### config.mk
export PLATFORM = sky130hd
export DESIGN_NAME = prio_remote_io
export DESIGN_NICKNAME = d
export VERILOG_FILES = /design/src/hw/prio_debounce.v /design/src/hw/prio_vent_timer.v /design/src/hw/prio_remote_io.v
export VERILOG_INCLUDE_DIRS = /design/src /design/src/hw
export SDC_FILE = /design/constraint.sdc
export NUM_CORES = 1
export LEC_CHECK = 0
export BUFFER_PORTS_ARGS = -buffer_cell sky130_fd_sc_hd__buf_2
export CORE_ASPECT_RATIO = 1.5
export CORE_MARGIN = 3
export CORE_UTILIZATION = 30
export CTS_BUF_LIST = sky130_fd_sc_hd__clkbuf_4
export DETAILED_ROUTE_END_ITERATION = 8
export PLACE_DENSITY_LB_ADDON = 0.25
export SYNTH_ARGS = -nofsm -noshare
export SYNTH_HDL_FRONTEND = slang
export SYNTH_SLANG_ARGS = --single-unit
### constraint.sdc
create_clock -name ref_clk -period 4.9 [get_ports ref_clk]
set_input_delay 0.245 -clock ref_clk [delete_from_list [all_inputs] [get_ports ref_clk]]
set_output_delay 0.245 -clock ref_clk [all_outputs]
set_load 0.01 [all_outputs]
### src/hw/prio_defs.vh
`ifndef PRIO_DEFS_VH
`define PRIO_DEFS_VH

// ----------------------------------------------------------------------------
// Clock and timing
// ----------------------------------------------------------------------------
`define PRIO_CLK_PERIOD_NS 4
// Contact settle time: a least time, so the cycle count rounds up.
`define PRIO_DEB_TIME_NS 1000000
`define PRIO_DEB_CYCLES ((`PRIO_DEB_TIME_NS + `PRIO_CLK_PERIOD_NS - 1) / `PRIO_CLK_PERIOD_NS)
`define PRIO_DEB_CNT_W 18
// One second of vent-valve timebase.
`define PRIO_SEC_NS 1000000000
`define PRIO_SEC_CYCLES (`PRIO_SEC_NS / `PRIO_CLK_PERIOD_NS)
`define PRIO_SEC_CNT_W 28
// Vent running time is programmed in steps of this many seconds.
`define PRIO_VENT_STEP_S 3'h5
`define PRIO_VENT_STEP_W 7
`define PRIO_PCT_W 7

// ----------------------------------------------------------------------------
// Command source encoding
// ----------------------------------------------------------------------------
`define PRIO_SRC_W 3
`define PRIO_SRC_CONTACT 3'h0
`define PRIO_SRC_CHAN_LAST 3'h4
`define PRIO_NUM_CHAN 4

// ----------------------------------------------------------------------------
// Contact input vector layout
// ----------------------------------------------------------------------------
`define PRIO_NUM_IN 7
`define PRIO_IN_OVERRIDE 0
`define PRIO_IN_START 1
`define PRIO_IN_STOP 2
`define PRIO_IN_FRESET 3
`define PRIO_IN_BLOCK 4
`define PRIO_IN_BLOCK_ARM 5
`define PRIO_IN_VENT_ARM 6

// ----------------------------------------------------------------------------
// Relay reset positions
// ----------------------------------------------------------------------------
`define PRIO_NO_RESET 1'b0
`define PRIO_NC_RESET 1'b1

`endif

### src/hw/prio_debounce.v
`timescale 1ns/10ps
`include "prio_defs.vh"
module prio_debounce
#(
  parameter WIDTH = `PRIO_NUM_IN,
  parameter CNT_W = `PRIO_DEB_CNT_W,
  parameter [31:0] DEB_CYCLES = `PRIO_DEB_CYCLES
)
(
  input wire ref_clk, // system clock
  input wire nrst, // asynchronous reset, active low
  input wire [WIDTH-1:0] raw, // contact levels, 1 = closed
  output wire [WIDTH-1:0] clean // settled contact levels
);

  localparam [CNT_W-1:0] DEB_LAST = DEB_CYCLES[CNT_W-1:0] - {{(CNT_W-1){1'b0}}, 1'b1};

  genvar i;
  generate
    for (i = 0; i < WIDTH; i = i + 1)
    begin : g_bit
      reg meta_q;
      reg sync_q;
      reg out_q;
      reg [CNT_W-1:0] cnt_q;
      // A level only passes once it has held for the full settle time.
      always @(posedge ref_clk or negedge nrst)
      begin
        if (!nrst)
        begin
          meta_q <= 1'b0;
          sync_q <= 1'b0;
          out_q <= 1'b0;
          cnt_q <= {CNT_W{1'b0}};
        end
        else
        begin
          meta_q <= raw[i];
          sync_q <= meta_q;
          if (sync_q == out_q)
            cnt_q <= {CNT_W{1'b0}};
          else if (cnt_q == DEB_LAST)
          begin
            out_q <= sync_q;
            cnt_q <= {CNT_W{1'b0}};
          end
          else
            cnt_q <= cnt_q + {{(CNT_W-1){1'b0}}, 1'b1};
        end
      end
      assign clean[i] = out_q;
    end
  endgenerate

endmodule

### src/hw/prio_vent_timer.v
`timescale 1ns/10ps
`include "prio_defs.vh"
module prio_vent_timer
#(
  parameter [31:0] SEC_CYCLES = `PRIO_SEC_CYCLES
)
(
  input wire ref_clk, // system clock
  input wire nrst, // asynchronous reset, active low
  input wire trigger, // one-cycle request to open the valve
  input wire cancel, // close the valve at once
  input wire [`PRIO_VENT_STEP_W-1:0] steps, // running time in 5 s steps
  output wire valve // vent valve drive, 1 = open
);

  localparam [`PRIO_SEC_CNT_W-1:0] SEC_LAST =
    SEC_CYCLES[`PRIO_SEC_CNT_W-1:0] - {{(`PRIO_SEC_CNT_W-1){1'b0}}, 1'b1};
  localparam [2:0] STEP_LAST = `PRIO_VENT_STEP_S - 3'h1;

  reg valve_q;
  reg [`PRIO_SEC_CNT_W-1:0] sec_cnt_q;
  reg [2:0] step_sec_q;
  reg [`PRIO_VENT_STEP_W-1:0] left_q;

  wire sec_tick = (sec_cnt_q == SEC_LAST);
  wire step_tick = sec_tick && (step_sec_q == STEP_LAST);

  // A zero running time is ignored rather than opening the valve forever.
  always @(posedge ref_clk or negedge nrst)
  begin
    if (!nrst)
    begin
      valve_q <= 1'b0;
      sec_cnt_q <= {`PRIO_SEC_CNT_W{1'b0}};
      step_sec_q <= 3'h0;
      left_q <= {`PRIO_VENT_STEP_W{1'b0}};
    end
    else if (cancel)
      valve_q <= 1'b0;
    else if (!valve_q)
    begin
      sec_cnt_q <= {`PRIO_SEC_CNT_W{1'b0}};
      step_sec_q <= 3'h0;
      left_q <= steps;
      if (trigger && (steps != {`PRIO_VENT_STEP_W{1'b0}}))
        valve_q <= 1'b1;
    end
    else
    begin
      sec_cnt_q <= sec_tick ? {`PRIO_SEC_CNT_W{1'b0}} :
                   sec_cnt_q + {{(`PRIO_SEC_CNT_W-1){1'b0}}, 1'b1};
      if (sec_tick)
        step_sec_q <= (step_sec_q == STEP_LAST) ? 3'h0 : step_sec_q + 3'h1;
      if (step_tick)
      begin
        left_q <= left_q - {{(`PRIO_VENT_STEP_W-1){1'b0}}, 1'b1};
        if (left_q == {{(`PRIO_VENT_STEP_W-1){1'b0}}, 1'b1})
          valve_q <= 1'b0;
      end
    end
  end

  assign valve = valve_q;

endmodule

### src/hw/prio_remote_io.v
// Operation
// Override input closed forces contact port; serial commands are ignored.
// Override open: command source follows setting, contact port or four channels.
// After reset the command source setting selects the contact port.
// Interlock acts only while armed; arm input works under serial source too.
// Vent arm closed drives vent valve during deceleration per stored settings.
// Armed with block input closed, start accelerates the pump normally.
// Armed with block input open, start is held and pump does not rotate.
// Held start begins acceleration once block input closes, no new start.
// Block input opening while running armed forces deceleration to stop.
// Re-closing block input after such a stop does not restart the pump.
// After a block stop, a fresh start accelerates again if block closed.
// Status relays work whatever the command source is.
// Levitation contact closes when levitated, opens on supply loss.
// Speedup contact closed exactly in acceleration state.
// Rated contacts: NO closed and NC open only in rated state.
// Braking contact closed exactly in brake state.
// Any abnormality closes NO fault contact and opens NC fault contact.
// Alert contact closed exactly in warning state.
// Port-active output closed exactly when contact port is effective source.
// Start, stop, fault-reset contacts act only when contact port is source.
// Pulse mode: equipment holds stop closed and start closed at least 0.3 s.
// Level mode: pump runs while start closed, stops when start opens.
// Every contact input is synchronized and debounced before use.
// After reset all relays sit inactive, normally-closed contacts closed.
`timescale 1ns/10ps
`include "prio_defs.vh"
module prio_remote_io
#(
  parameter [31:0] DEB_CYCLES = `PRIO_DEB_CYCLES,
  parameter [31:0] SEC_CYCLES = `PRIO_SEC_CYCLES
)
(
  input wire ref_clk, // system clock, 250 MHz
  input wire nrst, // asynchronous reset, active low
  input wire port_override_in, // source override contact, 1 = closed
  input wire start_in, // start contact, 1 = closed
  input wire stop_in, // stop contact, 1 = closed
  input wire fault_reset_in, // fault reset contact, 1 = closed
  input wire block_in, // rotation block contact, 1 = closed
  input wire block_arm_in, // rotation block arm contact, 1 = closed
  input wire vent_arm_in, // vent valve arm contact, 1 = closed
  input wire [`PRIO_SRC_W-1:0] cmd_source, // 0 contact, 1..4 serial channel
  input wire start_level_mode, // 1 = level start, 0 = pulse start
  input wire [`PRIO_NUM_CHAN-1:0] serial_start, // start pulse per channel
  input wire [`PRIO_NUM_CHAN-1:0] serial_stop, // stop pulse per channel
  input wire [`PRIO_NUM_CHAN-1:0] serial_fault_reset, // fault reset pulse
  input wire levitated, // bearing working and rotor levitated
  input wire supply_ok, // supply power present
  input wire speed_rated, // rotor at rated speed
  input wire speed_zero, // rotor at standstill
  input wire [`PRIO_PCT_W-1:0] speed_pct, // rotor speed in percent of rated
  input wire fault_det, // abnormality detected, level
  input wire warning_det, // warning condition present, level
  input wire [`PRIO_PCT_W-1:0] vent_start_pct, // vent starting speed setting
  input wire [`PRIO_VENT_STEP_W-1:0] vent_time_steps, // vent time in 5 s steps
  output wire motor_drive, // 1 = drive rotor up or hold speed
  output wire brake_drive, // 1 = decelerate rotor
  output wire rotation_hold, // 1 = interlock holds rotor
  output wire [1:0] run_state, // run state code
  output wire start_pending, // start accepted, waiting or in progress
  output wire fault_latched, // abnormality latched until reset
  output wire relay_levitate, // levitation-ok contact
  output wire relay_speedup, // speedup contact
  output wire relay_rated_no, // rated speed, normally open
  output wire relay_rated_nc, // rated speed, normally closed
  output wire relay_brake, // braking contact
  output wire relay_fault_no, // fault, normally open
  output wire relay_fault_nc, // fault, normally closed
  output wire relay_alert, // warning contact
  output wire relay_port_active, // contact port is command source
  output wire vent_valve // vent valve drive
);

  // --------------------------------------------------------------------------
  // Run states
  // --------------------------------------------------------------------------
  localparam [1:0] ST_IDLE = 2'h0;
  localparam [1:0] ST_ACCEL = 2'h1;
  localparam [1:0] ST_RATED = 2'h2;
  localparam [1:0] ST_DECEL = 2'h3;

  // --------------------------------------------------------------------------
  // Channel select
  // --------------------------------------------------------------------------
  // Picks the command pulse of the selected serial channel; codes 1..4 map to
  // bit 0..3.
  function chan_pick;
    input [`PRIO_NUM_CHAN-1:0] vec;
    input [`PRIO_SRC_W-1:0] src;
    begin
      case (src)
        3'h1: chan_pick = vec[0];
        3'h2: chan_pick = vec[1];
        3'h3: chan_pick = vec[2];
        3'h4: chan_pick = vec[3];
        default: chan_pick = 1'b0;
      endcase
    end
  endfunction

  // --------------------------------------------------------------------------
  // Contact conditioning
  // --------------------------------------------------------------------------
  wire [`PRIO_NUM_IN-1:0] raw_in;
  wire [`PRIO_NUM_IN-1:0] deb_in;

  assign raw_in[`PRIO_IN_OVERRIDE] = port_override_in;
  assign raw_in[`PRIO_IN_START] = start_in;
  assign raw_in[`PRIO_IN_STOP] = stop_in;
  assign raw_in[`PRIO_IN_FRESET] = fault_reset_in;
  assign raw_in[`PRIO_IN_BLOCK] = block_in;
  assign raw_in[`PRIO_IN_BLOCK_ARM] = block_arm_in;
  assign raw_in[`PRIO_IN_VENT_ARM] = vent_arm_in;

  // Bouncing relay contacts would otherwise give double starts.
  prio_debounce
  #(
    .WIDTH(`PRIO_NUM_IN),
    .CNT_W(`PRIO_DEB_CNT_W),
    .DEB_CYCLES(DEB_CYCLES)
  )
  u_debounce
  (
    .ref_clk(ref_clk),
    .nrst(nrst),
    .raw(raw_in),
    .clean(deb_in)
  );

  wire ovr_c = deb_in[`PRIO_IN_OVERRIDE];
  wire start_c = deb_in[`PRIO_IN_START];
  wire stop_c = deb_in[`PRIO_IN_STOP];
  wire freset_c = deb_in[`PRIO_IN_FRESET];
  wire block_c = deb_in[`PRIO_IN_BLOCK];
  wire arm_c = deb_in[`PRIO_IN_BLOCK_ARM];
  wire vent_arm_c = deb_in[`PRIO_IN_VENT_ARM];

  // Edge memory of the settled start and reset contacts.
  reg start_prev_q;
  reg freset_prev_q;

  always @(posedge ref_clk or negedge nrst)
  begin
    if (!nrst)
    begin
      start_prev_q <= 1'b0;
      freset_prev_q <= 1'b0;
    end
    else
    begin
      start_prev_q <= start_c;
      freset_prev_q <= freset_c;
    end
  end

  wire start_rise = start_c && !start_prev_q;
  wire freset_rise = freset_c && !freset_prev_q;

  // --------------------------------------------------------------------------
  // Command source
  // --------------------------------------------------------------------------
  // An out-of-range setting falls back to the contact port so the pump is
  // never left without any controlling source.
  wire src_serial = (cmd_source != `PRIO_SRC_CONTACT) &&
                    (cmd_source <= `PRIO_SRC_CHAN_LAST);
  wire use_contact = ovr_c || !src_serial;
  wire use_serial = !use_contact;

  // --------------------------------------------------------------------------
  // Command decode
  // --------------------------------------------------------------------------
  reg cont_start;
  reg cont_stop;

  // Pulse mode needs stop held closed; level mode runs on the start level.
  always @*
  begin
    if (start_level_mode)
    begin
      cont_start = start_rise;
      cont_stop = !start_c;
    end
    else
    begin
      cont_start = start_rise && stop_c;
      cont_stop = !stop_c;
    end
  end

  wire start_ev = (use_contact && cont_start) ||
                  (use_serial && chan_pick(serial_start, cmd_source));
  wire stop_ev = (use_contact && cont_stop) ||
                 (use_serial && chan_pick(serial_stop, cmd_source));
  wire freset_ev = (use_contact && freset_rise) ||
                   (use_serial && chan_pick(serial_fault_reset, cmd_source));

  // --------------------------------------------------------------------------
  // Interlock
  // --------------------------------------------------------------------------
  // The arm contact is read whatever the source is.
  wire blocked = arm_c && !block_c;

  // --------------------------------------------------------------------------
  // Fault latch
  // --------------------------------------------------------------------------
  reg fault_q;

  // A fault present in the reset cycle stays latched.
  always @(posedge ref_clk or negedge nrst)
  begin
    if (!nrst)
      fault_q <= 1'b0;
    else if (fault_det)
      fault_q <= 1'b1;
    else if (freset_ev)
      fault_q <= 1'b0;
  end

  // --------------------------------------------------------------------------
  // Run state machine
  // --------------------------------------------------------------------------
  reg [1:0] state_q;
  reg [1:0] state_d;
  reg pend_q;
  reg pend_d;

  wire halt = fault_q || fault_det;

  always @*
  begin
    state_d = state_q;
    pend_d = pend_q;
    if (start_ev && !halt)
      pend_d = 1'b1;
    case (state_q)
      ST_IDLE:
      begin
        // A held start waits here for the block contact to close.
        if (pend_q && !blocked && !halt)
          state_d = ST_ACCEL;
      end
      ST_ACCEL:
      begin
        if (halt || stop_ev || blocked)
          state_d = ST_DECEL;
        else if (speed_rated)
          state_d = ST_RATED;
      end
      ST_RATED:
      begin
        if (halt || stop_ev || blocked)
          state_d = ST_DECEL;
        else if (!speed_rated)
          state_d = ST_ACCEL;
      end
      ST_DECEL:
      begin
        // Only a fresh start leaves deceleration early.
        if (start_ev && !blocked && !halt)
          state_d = ST_ACCEL;
        else if (speed_zero)
          state_d = ST_IDLE;
      end
      default:
        state_d = ST_IDLE;
    endcase
    // A start issued in the same cycle as a stop loses, for safety, except in ST_DECEL, where the start still moves to ST_ACCEL.
    if (stop_ev || halt)
      pend_d = 1'b0;
    else if ((state_q != ST_IDLE) && (state_d == ST_DECEL))
      pend_d = 1'b0;
  end

  always @(posedge ref_clk or negedge nrst)
  begin
    if (!nrst)
    begin
      state_q <= ST_IDLE;
      pend_q <= 1'b0;
    end
    else
    begin
      state_q <= state_d;
      pend_q <= pend_d;
    end
  end

  // --------------------------------------------------------------------------
  // Vent valve
  // --------------------------------------------------------------------------
  reg vent_done_q;

  // One opening per deceleration; leaving deceleration rearms it.
  wire vent_trig = (state_q == ST_DECEL) && vent_arm_c && !vent_done_q &&
                   (speed_pct <= vent_start_pct);
  wire vent_cancel = (state_q == ST_ACCEL) || !vent_arm_c;

  always @(posedge ref_clk or negedge nrst)
  begin
    if (!nrst)
      vent_done_q <= 1'b0;
    else if (state_q != ST_DECEL)
      vent_done_q <= 1'b0;
    else if (vent_trig)
      vent_done_q <= 1'b1;
  end

  prio_vent_timer
  #(
    .SEC_CYCLES(SEC_CYCLES)
  )
  u_vent
  (
    .ref_clk(ref_clk),
    .nrst(nrst),
    .trigger(vent_trig),
    .cancel(vent_cancel),
    .steps(vent_time_steps),
    .valve(vent_valve)
  );

  // --------------------------------------------------------------------------
  // Relay and drive outputs
  // --------------------------------------------------------------------------
  reg levitate_q;
  reg speedup_q;
  reg rated_no_q;
  reg rated_nc_q;
  reg brake_q;
  reg fault_no_q;
  reg fault_nc_q;
  reg alert_q;
  reg port_act_q;
  reg motor_q;
  reg hold_q;

  // Outputs follow the next state so they line up with state_q.
  always @(posedge ref_clk or negedge nrst)
  begin
    if (!nrst)
    begin
      levitate_q <= `PRIO_NO_RESET;
      speedup_q <= `PRIO_NO_RESET;
      rated_no_q <= `PRIO_NO_RESET;
      rated_nc_q <= `PRIO_NC_RESET;
      brake_q <= `PRIO_NO_RESET;
      fault_no_q <= `PRIO_NO_RESET;
      fault_nc_q <= `PRIO_NC_RESET;
      alert_q <= `PRIO_NO_RESET;
      port_act_q <= `PRIO_NO_RESET;
      motor_q <= 1'b0;
      hold_q <= 1'b0;
    end
    else
    begin
      // None of these but port_act_q looks at the command source.
      levitate_q <= levitated && supply_ok;
      speedup_q <= (state_d == ST_ACCEL);
      rated_no_q <= (state_d == ST_RATED);
      rated_nc_q <= (state_d != ST_RATED);
      brake_q <= (state_d == ST_DECEL);
      fault_no_q <= fault_det || fault_q;
      fault_nc_q <= !(fault_det || fault_q);
      alert_q <= warning_det;
      port_act_q <= use_contact;
      motor_q <= (state_d == ST_ACCEL) || (state_d == ST_RATED);
      hold_q <= blocked;
    end
  end

  assign motor_drive = motor_q;
  assign brake_drive = brake_q;
  assign rotation_hold = hold_q;
  assign run_state = state_q;
  assign start_pending = pend_q;
  assign fault_latched = fault_q;
  assign relay_levitate = levitate_q;
  assign relay_speedup = speedup_q;
  assign relay_rated_no = rated_no_q;
  assign relay_rated_nc = rated_nc_q;
  assign relay_brake = brake_q;
  assign relay_fault_no = fault_no_q;
  assign relay_fault_nc = fault_nc_q;
  assign relay_alert = alert_q;
  assign relay_port_active = port_act_q;

endmodule

==> summary.md, run 1 <==
| Metric | Value |
|---|---|
| P_leak | `5.09 nW` |
| Worst flop-to-flop path startpoint | `run_state[0]` |
| Period utilization | `50.6%` |
| Worst path setup slack after routing | `2.42 ns` |
| Required @ worst endpoint | `5.49 ns` |
| Post-synth EDFFs | `0` |
| Slew margin rel. | `45.1%` |
| GPL Wtd Cong | `0.808` |
| WS Path Type | `flip-flop to flip-flop` |
| GRT Util Overall | `13.0%` |
| Status | `finished clean` |
| CTS tree | `done` |
| Global-route wire length before repair | `38300 um` |
| # rows | `81` |
| Worst Hold Path Cells | `5` |
| Slowest CP cell | `or3_4` |
| CORE AREA | `32600 um2` |
| Htree depth | `2` |
| Fin. Hold Viols | `0` |
| Fmax | `0.404 GHz` |
| Setup TNS Final | `0 ns` |
| First-pass detailed-route iteration total | `6` |
| Finished Cell Area | `11600 um2` |
| Post-Place Cell Area | `10700 um2` |
| CTS buffer count | `55` |
| Syn nets | `1086` |
| Sink Count | `204` |
| Detail Placement HPWL | `15100 um` |
| Ports | `69` |
| Worst Path Buf+Inv | `0` |
| Syn. warnings | `0` |
| Via density | `4.78` |
| Vias in the first global route | `7915` |
| CP max FO | `14` |
| Worst-case clock buffer depth | `3` |
| WL final | `22300 um` |
| R2R depth | `5` |
| Die height | `229 um` |
| Synthesis-stage register bit count | `204` |
| Root buffer cell | `clkbuf_4` |
| Max-slew violation total from the final report | `0` |
| Hold crit path type | `input port to flip-flop` |
| Layout cells sized above 1 | `15.5%` |
| GR Overflow Total | `0` |
| Initial core utilization | `30.5%` |
| CP max stage delay | `0.62 ns` |
| R2R Path End | `u_vent.sec_cnt_q[23]` |
| Peak supply drop | `0.168 mV` |
| Startpoint type of the worst setup path | `flip-flop` |
| Crit. path cell count | `5` |
| Post-route DRC | `0` |
| Max_cap viols | `0` |
| DRT antenna net count | `0` |
| Tmin final | `2.48 ns` |
| Crit path DAT | `3.06 ns` |
| Synth-to-layout area growth | `16.8%` |
| Fin nets | `1208` |
| Initial DRC count | `256` |
| Die width | `155 um` |
| Initial antenna violation count | `1` |
| Delay-heaviest family, CP | `simple AND/OR/NAND/NOR gates` |
| Fin Hold WS | `0.0583 ns` |
| Pwr/cell area | `308 nW/um2` |
| Setup WS pre-CTS | `2.38 ns` |
| Setup violators final | `0` |
| Total power | `3.57 mW` |
| Leading register cell type out of synthesis | `dfrtp_1` |
| Syn avg cell area | `9.84 um2` |
| Synth Instances | `1011` |
| IO Port Bufs | `68` |
| Vias | `7576` |
| Critical path endpoint category | `flip-flop` |
| Flop-to-flop setup slack | `2.42 ns` |
| Synth Cell Area | `9950 um2` |
| Resized Gates After CTS | `0` |
| Seq/Total Area, Yosys | `51.3%` |
| Worst Hold End | `vent_done_q` |
| Clk_lat worst skew | `0.68 ns` |
| Largest net degree at the start of global routing | `131` |
| Total die area | `35400 um2` |
| Worst Skew | `0.0214 ns` |
| Worst hold start | `speed_pct[6]` |
| Routed length per placed instance | `14.1 um` |
| Netlist cell types | `60` |
| Worst Tran Pin Value | `0.811 ns` |
| CP Cell Sequence | `nand2b_1 > nand4_1 > or3_4 > or4_1 > a21oi_1` |
| RSZ-0062 raised after global routing | `no` |
| Clock-pin slew on the worst setup and hold paths | `0.06 ns` |
| Async SR Flop Fraction | `100%` |
-- how the worst max path moves through the flow --
stage / start / endpoint / slack [ns]
2_1_floorplan: cmd_source[1] / start_pending / 2.64
3_3_place_gp: cmd_source[1] / start_pending / 2.44
3_5_place_dp: cmd_source[1] / start_pending / 2.38
4_1_cts: run_state[1] / u_vent.sec_cnt_q[23] / 2.39
5_1_grt: run_state[0] / u_vent.sec_cnt_q[23] / 2.28
6_report: run_state[0] / u_vent.sec_cnt_q[23] / 2.42
-- power breakdown --
| group | internal [mW] | switching, mW |
|---|---|---|
| Clock | 0.763 | 0.709 |
| Sequential | 1.74 | 0.0428 |
| Combinational | 0.130 | 0.194 |
-- metrics by stage --
stage,util (%),cells
2_1_floorplan,-,1011
3_3_place_gp,32.9,1468
3_5_place_dp,32.9,1468
4_1_cts,35.6,1584
5_1_grt,35.6,1585
6_report,35.6,1585
-- repair_timing --
| item | CTS | global route |
|---|---|---|
| hold buffers | 23 | 0 |
| endpoints found under the hold margin | 100 | 0 |
| buffers inserted | 0 | 0 |
-- tightest hold or removal path: cells and delay by family --
kind                     cells  cell delay (ns)
buffers and inverters        2             0.16
adder cells (fa/ha/maj)      1             0.14
AND/OR/NAND/NOR              1             0.08
AO/OA/AOI/OAI                1             0.06
-- kinds of logic after synthesis --
kind of cell               after synthesis  share of synthesized area [%]
xor gates and xnor gates               130                           11.4
AOI/OAI and AO/OA                       83                           5.57
adders and majority gates               23                           2.89
DFF                                    204                           51.3
buffers and inverters                   68                           2.77
muxes                                   14                           1.52
and+or+nand+nor                        489                           24.5
-- Yosys cell counts (all sizes together), types with 3 or more instances --
cell | n | share of area (%)
dfrtp | 202 | 51
nor2 | 174 | 6.6
xnor2 | 74 | 6.5
nand3 | 67 | 3.4
nand2 | 63 | 2.4
xor2 | 56 | 4.9
inv | 39 | 1.5
and3 | 34 | 2.1
nand4 | 31 | 2.0
nor4 | 31 | 1.9
clkbuf | 25 | 0.94
nor3 | 25 | 1.3
ha | 23 | 2.9
o21ai | 19 | 0.96
a21oi | 17 | 0.86
nand2b | 10 | 0.63
nand3b | 10 | 0.75
or3 | 10 | 0.73
mux2 | 9 | 1.0
nor2b | 7 | 0.44
nor4b | 7 | 0.68
a31oi | 5 | 0.31
mux2i | 5 | 0.50
or2 | 5 | 0.31
a22o | 4 | 0.35
and2 | 4 | 0.25
buf | 4 | 0.35
o21a | 4 | 0.30
o31ai | 4 | 0.30
or4 | 4 | 0.30
a211oi | 3 | 0.23
and4 | 3 | 0.26
o211ai | 3 | 0.23
o22ai | 3 | 0.19
-- sequential cells by signal, indices dropped and copies added (netlist names), 2 cells and up --
name,flops
u_vent.sec_cnt_q,28
u_debounce.g_bit.cnt_q,126
u_debounce.g_bit.meta_q,7
u_vent.left_q,7
u_debounce.g_bit.sync_q,7
run_state,2
u_vent.step_sec_q,3
u_debounce.g_bit.out_q,7
-- area by class of cell --
class | instances | area, um2
Tap cell | 415 | 519
Sequential cell | 204 | 5110
Inverter | 39 | 146
Multi-Input combinational cell | 739 | 4570
Antenna cell | 1 | 2.50
Timing Repair Buffer | 94 | 614
Fill cell | 3400 | 21000
Clock inverter | 10 | 40.0
Clock buffer | 83 | 623
-- per-layer routing --
layer	wire length [um]	vias up	global-route usage (%)
li1	-	3758	-
met1	9320	3621	15.3
met2	11100	140	22.1
met3	1110	57	3.12
met4	855	0	6.02
met5	0	-	0
-- placed cells by master, fill, tap and decap left out, types with 7 or more instances in the layout --
cell | synthesis | final
buf_2 | 1 | 67
ha_1 | 23 | 23
clkbuf_4 | 0 | 83
a21oi_1 | 17 | 17
o21ai_0 | 19 | 19
nand2_1 | 63 | 63
nand4_1 | 30 | 30
nand2b_1 | 10 | 10
dlygate4sd3_1 | 0 | 23
nand3_1 | 66 | 66
or3_1 | 8 | 8
nor3_1 | 25 | 25
xor2_1 | 56 | 56
nand3b_1 | 10 | 10
nor4_1 | 31 | 31
clkinv_1 | 0 | 8
nor2b_1 | 7 | 7
inv_1 | 39 | 39
and3_1 | 34 | 34
nor2_1 | 174 | 174
mux2_2 | 9 | 9
xnor2_1 | 74 | 74
dfrtp_1 | 202 | 202
(Power assumes the default switching activity.)
==> run 2, diff against run 1 <==
==> constraint.sdc (replaced) <==
create_clock -name ref_clk -period 2.13 [get_ports ref_clk]
set_input_delay 0.1065 -clock ref_clk [delete_from_list [all_inputs] [get_ports ref_clk]]
set_output_delay 0.1065 -clock ref_clk [all_outputs]
set_load 0.01 [all_outputs]
==> run 2 against run 1 <==
- register-to-register slack got worse by 2.4 ns
- design area rose by 5.5%
- sequential cell count stayed put
- worst setup slack got worse by 2.4 ns
- clock skew increased by 0.011 ns
- critical path depth grew 6
- first-iteration DRC count is 24% higher
- critical path type is now input port to flip-flop
==> summary.md, run 2 (synthesized netlist as in run 1, its figures left out) <==
| Metric | Value |
|---|---|
| Status | `finished clean (unchanged)` |
| Worst-case clock buffer depth | `3 (unchanged)` |
| Commonest non-fill, non-tap cell in the layout | `dfrtp_1 (unchanged)` |
| Critical path endpoint category | `flip-flop (unchanged)` |
| Root buffer cell | `clkbuf_4 (unchanged)` |
| Post-route DRC | `0 (unchanged)` |
| Non-filler instance count after layout | `1656 (was 1585)` |
| Fin. Hold Viols | `0 (unchanged)` |
| Worst path setup slack after routing | `0.0621 ns (was 2.42 ns)` |
| Peak supply drop | `0.502 mV (was 0.168 mV)` |
| Period utilization | `97.1%` |
| CORE AREA | `32600 um2 (unchanged)` |
| Layout cells sized above 1 | `19.6% (was 15.5%)` |
| GRT Util Overall | `13.0% (about the same)` |
| Clk_lat worst skew | `0.69 ns (was 0.68 ns)` |
| Detail Placement HPWL | `15500 um (was 15100 um)` |
| Hold crit path type | `input port to flip-flop (unchanged)` |
| Die width | `155 um (unchanged)` |
| Slew margin rel. | `68.9% (was 45.1%)` |
| Fin nets | `1274 (was 1208)` |
| Finished Cell Area | `12300 um2 (was 11600 um2)` |
| Worst Hold Path Cells | `2 (was 5)` |
| Pwr/cell area | `684 nW/um2 (was 308 nW/um2)` |
| WL final | `22700 um (was 22300 um)` |
| Routed length per placed instance | `13.7 um (was 14.1 um)` |
| First-pass detailed-route iteration total | `5 (was 6)` |
| Synth-to-layout area growth | `23.2% (was 16.8%)` |
| Startpoint type of the worst setup path | `input port (was flip-flop)` |
| Crit path DAT | `2.62 ns (was 3.06 ns)` |
| DRT antenna net count | `0 (unchanged)` |
| Initial core utilization | `30.5% (unchanged)` |
| Ports | `69 (unchanged)` |
| Most frequent cells in the layout | `201 x dfrtp_1, 174 x nor2_1, 83 x clkbuf_4 (was 202 x dfrtp_1, 174 x nor2_1, 83 x clkbuf_4)` |
| Initial DRC count | `317 (was 256)` |
| Vias | `7839 (was 7576)` |
| Worst Hold End | `u_debounce.g_bit[3].meta_q (was vent_done_q)` |
| Worst hold start | `fault_reset_in (was speed_pct[6])` |
| Via density | `4.73 (was 4.78)` |
| Setup WS pre-CTS | `-0.130 ns (was 2.38 ns)` |
| CP max FO | `2 (was 14)` |
| Post-Place Cell Area | `11100 um2 (was 10700 um2)` |
| Worst Tran Pin Value | `0.462 ns (was 0.811 ns)` |
| Initial antenna violation count | `1 (unchanged)` |
| Vias in the first global route | `8032 (was 7915)` |
| Max-slew violation total from the final report | `0 (unchanged)` |
| Total die area | `35400 um2 (unchanged)` |
| Required @ worst endpoint | `2.69 ns (was 5.49 ns)` |
| Worst Skew | `0.0328 ns (was 0.0214 ns)` |
| GR Overflow Total | `0 (unchanged)` |
| Largest net degree at the start of global routing | `66 (was 131)` |
| CTS buffer count | `56 (was 55)` |
| Htree depth | `2 (unchanged)` |
| Worst flop-to-flop path startpoint | `u_vent.sec_cnt_q[7] (was run_state[0])` |
| Largest registers | `u_debounce.g_bit.cnt_q x126, u_vent.sec_cnt_q x28 (unchanged)` |
| Setup violators final | `0 (unchanged)` |
| Inst Count DP | `1517 (was 1468)` |
| Worst Setup SP | `serial_stop[3] (was run_state[0])` |
| Fmax | `0.484 GHz` |
| WS Path Type | `input port to flip-flop (was flip-flop to flip-flop)` |
| Tmin final | `2.07 ns` |
| Flop-to-flop setup slack | `0.07 ns (was 2.42 ns)` |
| R2R Path End | `u_vent.left_q[5] (was u_vent.sec_cnt_q[23])` |
| R2R depth | `5 (unchanged)` |
| # rows | `81 (unchanged)` |
| CTS tree | `done (unchanged)` |
| Total power | `8.38 mW (was 3.57 mW)` |
| Clock-pin slew on the worst setup and hold paths | `0.06 ns (about the same)` |
| Die height | `229 um (unchanged)` |
| Largest reg by FF count | `u_debounce.g_bit.cnt_q (unchanged)` |
| GPL Wtd Cong | `0.775 (was 0.808)` |
| Number of flip-flops in the largest register | `126 (unchanged)` |
| P_leak | `5.42 nW (was 5.09 nW)` |
| Util after Layout | `37.6% (was 35.6%)` |
| Global-route wire length before repair | `38900 um (was 38300 um)` |
| IO Port Bufs | `68 (unchanged)` |
| Sink Count | `204 (unchanged)` |
| Max_cap viols | `0 (unchanged)` |
run 2: cell type report:
type                       count  area [um2]
multi-input combinational    739        4630
tap                          415         519
inverter                      39         146
antenna                        1        2.50
sequential                   204        5110
fill                        3345       20400
clock buffer                  83         623
clock inverter                16        60.1
timing repair buffer         159        1170
run 2: worst max path at each step:
stage	endpoint	slack, ns	cells after the start
after detailed placement	start_pending	-0.13	11
final	motor_drive	0.06	11
after CTS	u_vent.left_q[5]	0.02	5
after global placement	start_pending	-0.09	11
after floorplan	start_pending	0.007	11
after global routing	start_pending	-0.02	12
run 2: worst max-delay path: stages:
cell and delay, ns:
dlygate4sd3_1 0.52, buf_2 0.11, and2_1 0.12, a211oi_1 0.27, dlygate4sd3_1 0.59, o21ai_1 0.10
o2bb2ai_1 0.20, o21ai_0 0.15, buf_4 0.17, ha_1 0.26, inv_1 0.03
run 2: routing by layer:
metal,vias to the layer above,part of all wire (%),GRT usage (%)
li1,3910,-,-
met1,3738,44,16.3
met2,152,49,21.9
met3,39,4.4,3.16
met4,0,2.3,4.56
met5,-,0,0
run 2: power by group:
group | leakage, nW | switching, mW | internal [mW]
Clock | 0.412 | 1.64 | 1.77
Combinational | 2.25 | 0.493 | 0.397
Sequential | 2.76 | 0.0916 | 3.99
run 2: repair_timing:
item / 4_1_cts / 5_1_grt
gates resized for setup: 1 / 14
pin swaps: 0 / 10
hold buffers: 37 / 0
cloned: 0 / 0
endpoints found under the setup margin: 1 / 12
setup buffers: 0 / 2
endpoints found under the hold margin: 234 / 0
run 2: through the flow:
step | TNS [ns] | hold WS [ns]
2_1_floorplan | 0 | -0.189
3_3_place_gp | -0.108 | -0.00964
3_5_place_dp | -0.165 | -0.00356
4_1_cts | 0 | 0.00197
5_1_grt | -0.0385 | 0.0103
6_report | 0 | 0.0856
==> run 3, diff against run 2 <==
--- a/config.mk
+++ b/config.mk
@@ -6,6 +6,7 @@
 export SDC_FILE = /design/constraint.sdc
 export NUM_CORES = 1
 export LEC_CHECK = 0
+export ABC_AREA = 1
 export BUFFER_PORTS_ARGS = -buffer_cell sky130_fd_sc_hd__buf_2
 export CORE_ASPECT_RATIO = 1.5
 export CORE_MARGIN = 3
==> run 3 against run 2 <==
- via count increased by 23%
- global-route usage up 0.68 points
- critical endpoint is now run_state[1]
- wire length up 19%
- combinational power down 1%
- highest routed layer unchanged
- power is 0.69% lower
- clock power is 2% lower
- cell count is 28% higher
- clock-buffer cell count down 5
==> summary.md, run 3 <==
| Metric | Value |
|---|---|
| Status | `finished clean (unchanged)` |
| Die width | `163 um (was 155 um)` |
| Clock-pin slew on the worst setup and hold paths | `0.06 ns (about the same)` |
| Layout cells sized above 1 | `14.0% (was 19.6%)` |
| Sw Share | `27.5% (was 26.5%)` |
| Largest registers | `u_debounce.g_bit.cnt_q x126, u_vent.sec_cnt_q x28 (unchanged)` |
| GR Overflow Total | `0 (unchanged)` |
| CP Cell Sequence | `dlygate4sd3_1 > buf_2 > inv_2 > nand2_1 > nor2_2 > nand2_1 > nand2_1 > dlygate4sd3_1 > nor2_1 > nand2_1 > nand3_1 > nand2_1 > nand2_2 > dlygate4sd3_1 (was dlygate4sd3_1 > buf_2 > and2_1 > a211oi_1 > dlygate4sd3_1 > o21ai_1 > o2bb2ai_1 > o21ai_0 > buf_4 > ha_1 > inv_1)` |
| Max_cap viols | `0 (unchanged)` |
| # rows | `85 (was 81)` |
| Clk_lat worst skew | `0.71 ns (was 0.69 ns)` |
| Required @ worst endpoint | `2.67 ns (was 2.69 ns)` |
| Inst Count DP | `1982 (was 1517)` |
| Via density | `4.54 (was 4.73)` |
| Clk pwr share | `40.2% (was 40.6%)` |
| Seq pwr share | `49.3% (was 48.8%)` |
| Initial core utilization | `30.8% (was 30.5%)` |
| Commonest non-fill, non-tap cell in the layout | `nand2_1 (was dfrtp_1)` |
| Largest reg by FF count | `u_debounce.g_bit.cnt_q (unchanged)` |
| Initial DRC count | `326 (was 317)` |
| Routed length per placed instance | `12.7 um (was 13.7 um)` |
| Worst Tran Pin Value | `0.626 ns (was 0.462 ns)` |
| Worst path setup slack after routing | `0.0448 ns (was 0.0621 ns)` |
| Cell taking the most area after synthesis | `dfrtp_1 (unchanged)` |
| GRT Util Overall | `13.7% (was 13.0%)` |
| Synth cell count leaders | `284 x nand2_1, 264 x nor2_1, 202 x dfrtp_1 (was 202 x dfrtp_1, 174 x nor2_1, 74 x xnor2_1)` |
| R2R depth | `6 (was 5)` |
| Most used cell along the critical path | `nand2_1 (was dlygate4sd3_1)` |
| Most frequent cells in the layout | `283 x nand2_1, 262 x nor2_1, 202 x dfrtp_1 (was 201 x dfrtp_1, 174 x nor2_1, 83 x clkbuf_4)` |
| Post-route DRC | `0 (unchanged)` |
| CP max stage delay | `0.55 ns (was 0.59 ns)` |
| WL final | `27000 um (was 22700 um)` |
| Global-route wire length before repair | `45400 um (was 38900 um)` |
| Startpoint type of the worst setup path | `input port (unchanged)` |
| DRT antenna net count | `0 (unchanged)` |
| Slowest CP cell | `dlygate4sd3_1 (unchanged)` |
| CTS tree | `done (unchanged)` |
| Root buffer cell | `clkbuf_4 (unchanged)` |
| Top cell type's share of synthesized area | `45.3% (was 50.8%)` |
| Worst flop-to-flop path startpoint | `u_debounce.g_bit[0].out_q (was u_vent.sec_cnt_q[7])` |
| First-pass detailed-route iteration total | `6 (was 5)` |
| GPL Wtd Cong | `0.848 (was 0.775)` |
| Htree depth | `2 (unchanged)` |
| Largest net degree at the start of global routing | `76 (was 66)` |
| Largest cells by area after synthesis | `dfrtp_1 45%, nand2_1 9.6%, nor2_1 8.9% (was dfrtp_1 51%, nor2_1 6.6%, xnor2_1 6.5%)` |
| Fin. Hold Viols | `0 (unchanged)` |
| Switch Pwr | `2.29 mW (was 2.22 mW)` |
| Fin nets | `1679 (was 1274)` |
| Syn. warnings | `0 (unchanged)` |
| Pint | `6.03 mW (was 6.16 mW)` |
| Post-synth EDFFs | `0 (unchanged)` |
| Flop-to-flop setup slack | `0.15 ns (was 0.07 ns)` |
| Slew margin rel. | `58.3% (was 68.9%)` |
| Critical path endpoint category | `flip-flop (unchanged)` |
| Netlist cell types | `49 (was 60)` |
| Setup TNS Final | `0 ns (unchanged)` |
| Worst Hold Path Cells | `2 (unchanged)` |
| Tmin final | `2.09 ns (was 2.07 ns)` |
| Setup WS pre-CTS | `0.0449 ns (was -0.130 ns)` |
| R2R Path End | `run_state[1] (was u_vent.left_q[5])` |
| Synth Cell Area | `11200 um2 (was 9950 um2)` |
| CP max FO | `6 (was 2)` |
| Number of flip-flops in the largest register | `126 (unchanged)` |
| Die height | `242 um (was 229 um)` |
| Sink Count | `204 (unchanged)` |
| CTS buffer count | `54 (was 56)` |
| Fillers | `3831 (was 3345)` |
| Combinational share of power | `10.6% (about the same)` |
| Crit. path cell count | `14 (was 11)` |
| Non-filler instance count after layout | `2120 (was 1656)` |
| CORE AREA | `36300 um2 (was 32600 um2)` |
| Async SR Flop Fraction | `100% (unchanged)` |
| Synthesis-stage register bit count | `204 (unchanged)` |
| Synth Instances | `1432 (was 1011)` |
| Seq/Total Area, Yosys | `45.8% (was 51.3%)` |
| Initial antenna violation count | `2 (was 1)` |
| Period utilization | `97.9% (was 97.1%)` |
| IO Port Bufs | `68 (unchanged)` |
| Worst Path Buf+Inv | `5 (unchanged)` |
| Hold crit path type | `input port to flip-flop (unchanged)` |
| Crit path DAT | `2.63 ns (was 2.62 ns)` |
| Worst Skew | `0.0628 ns (was 0.0328 ns)` |
| Fmax | `0.480 GHz (was 0.484 GHz)` |
| Max-slew violation total from the final report | `0 (unchanged)` |
| Worst Hold End | `u_debounce.g_bit[0].meta_q (was u_debounce.g_bit[3].meta_q)` |
| Worst-case clock buffer depth | `3 (unchanged)` |
| Vias | `9628 (was 7839)` |
| Worst hold start | `port_override_in (was fault_reset_in)` |
| WS Path Type | `input port to flip-flop (unchanged)` |
| Setup violators final | `0 (unchanged)` |
| Ports | `69 (unchanged)` |
| Synth-to-layout area growth | `19.1% (was 23.2%)` |
| Syn nets | `1507 (was 1086)` |
| Leading register cell type out of synthesis | `dfrtp_1 (unchanged)` |
| Delay-heaviest family, CP | `buffers and inverters (unchanged)` |
| Vias in the first global route | `9639 (was 8032)` |
| P_leak | `6.03 nW (was 5.42 nW)` |
| Detail Placement HPWL | `19800 um (was 15500 um)` |
| Pwr/cell area | `626 nW/um2 (was 684 nW/um2)` |
| Total die area | `39600 um2 (was 35400 um2)` |
| Peak supply drop | `0.431 mV (was 0.502 mV)` |
| Most common cell in the synthesized netlist | `nand2_1 (was dfrtp_1)` |
| Syn avg cell area | `7.79 um2 (was 9.84 um2)` |
[run 3: area by class of cell]
cell class	instances	area [um2]	share of cell area (%)
timing repair buffer	129	953	7.18
antenna	1	2.50	0.0188
clock inverter	15	66.3	0.499
sequential	204	5110	38.4
multi-input combinational	1010	5200	39.1
clock buffer	78	586	4.41
inverter	205	772	5.81
tap	478	598	4.50
[run 3: kinds of logic (layout without fill, tap and decap cells)]
kind of cell	Yosys count	after routing	share of synthesized area (%)
buffers and inverters	218	427	7.81
flip-flops	204	204	45.8
multiplexers	4	4	0.381
AO/OA/AOI/OAI	94	94	4.82
other	0	1	0
XOR/XNOR	73	73	5.73
adder cells (fa/ha/maj)	23	23	2.58
AND/OR/NAND/NOR	816	816	32.9
[run 3: stage by stage]
stage                     util [%]  total power, mW  area, um2  hold slack, ns
after global routing          36.6             8.83      13300          0.0178
after detailed placement      33.6             4.94      12200           0.141
after floorplan                  -             4.50      11200          -0.189
after CTS                     36.5             8.52      13300        0.000624
final                         36.6             8.32      13300          0.0891
after global placement        33.6             4.93      12200           0.138
[run 3: how the worst max path moves through the flow]
stage	start	endpoint	slack (ns)
after global routing	cmd_source[2]	run_state[1]	-0.001
after detailed placement	cmd_source[0]	start_pending	0.04
after CTS	cmd_source[2]	run_state[1]	0.07
final	cmd_source[2]	run_state[1]	0.04
after global placement	cmd_source[0]	start_pending	0.12
after floorplan	cmd_source[1]	start_pending	0.34
[run 3: power groups by stage]
stage	Sequential [mW]	Combinational [mW]	Clock, mW
6_report	4.10	0.878	3.34
3_5_place_dp	4.17	0.769	0
2_1_floorplan	4.16	0.336	0
5_1_grt	4.11	1.00	3.72
4_1_cts	4.10	0.873	3.54
3_3_place_gp	4.18	0.744	0
[run 3: what timing repair did]
item                       in CTS  in global routing
setup buffers                   0                  1
hold buffers                   43                  0
resized for setup               0                  7
hold endpoints to repair      233                  0
setup endpoints to repair       0                  2
[run 3: layer usage]
metal | up-vias | part of all wire, % | GRT usage [%]
met4 | 0 | 2.4 | 4.85
li1 | 4946 | - | -
met5 | - | 0 | 0
met3 | 49 | 3.8 | 2.67
met1 | 4473 | 44 | 16.4
met2 | 160 | 50 | 24.4
[run 3: worst reg2reg max path, delay by kind of cell (launching register included)]
family	cells	cell delay, ns
compound gates	1	0.29
buf+inv	1	0.55
flops	1	0.40
simple gates	4	0.62
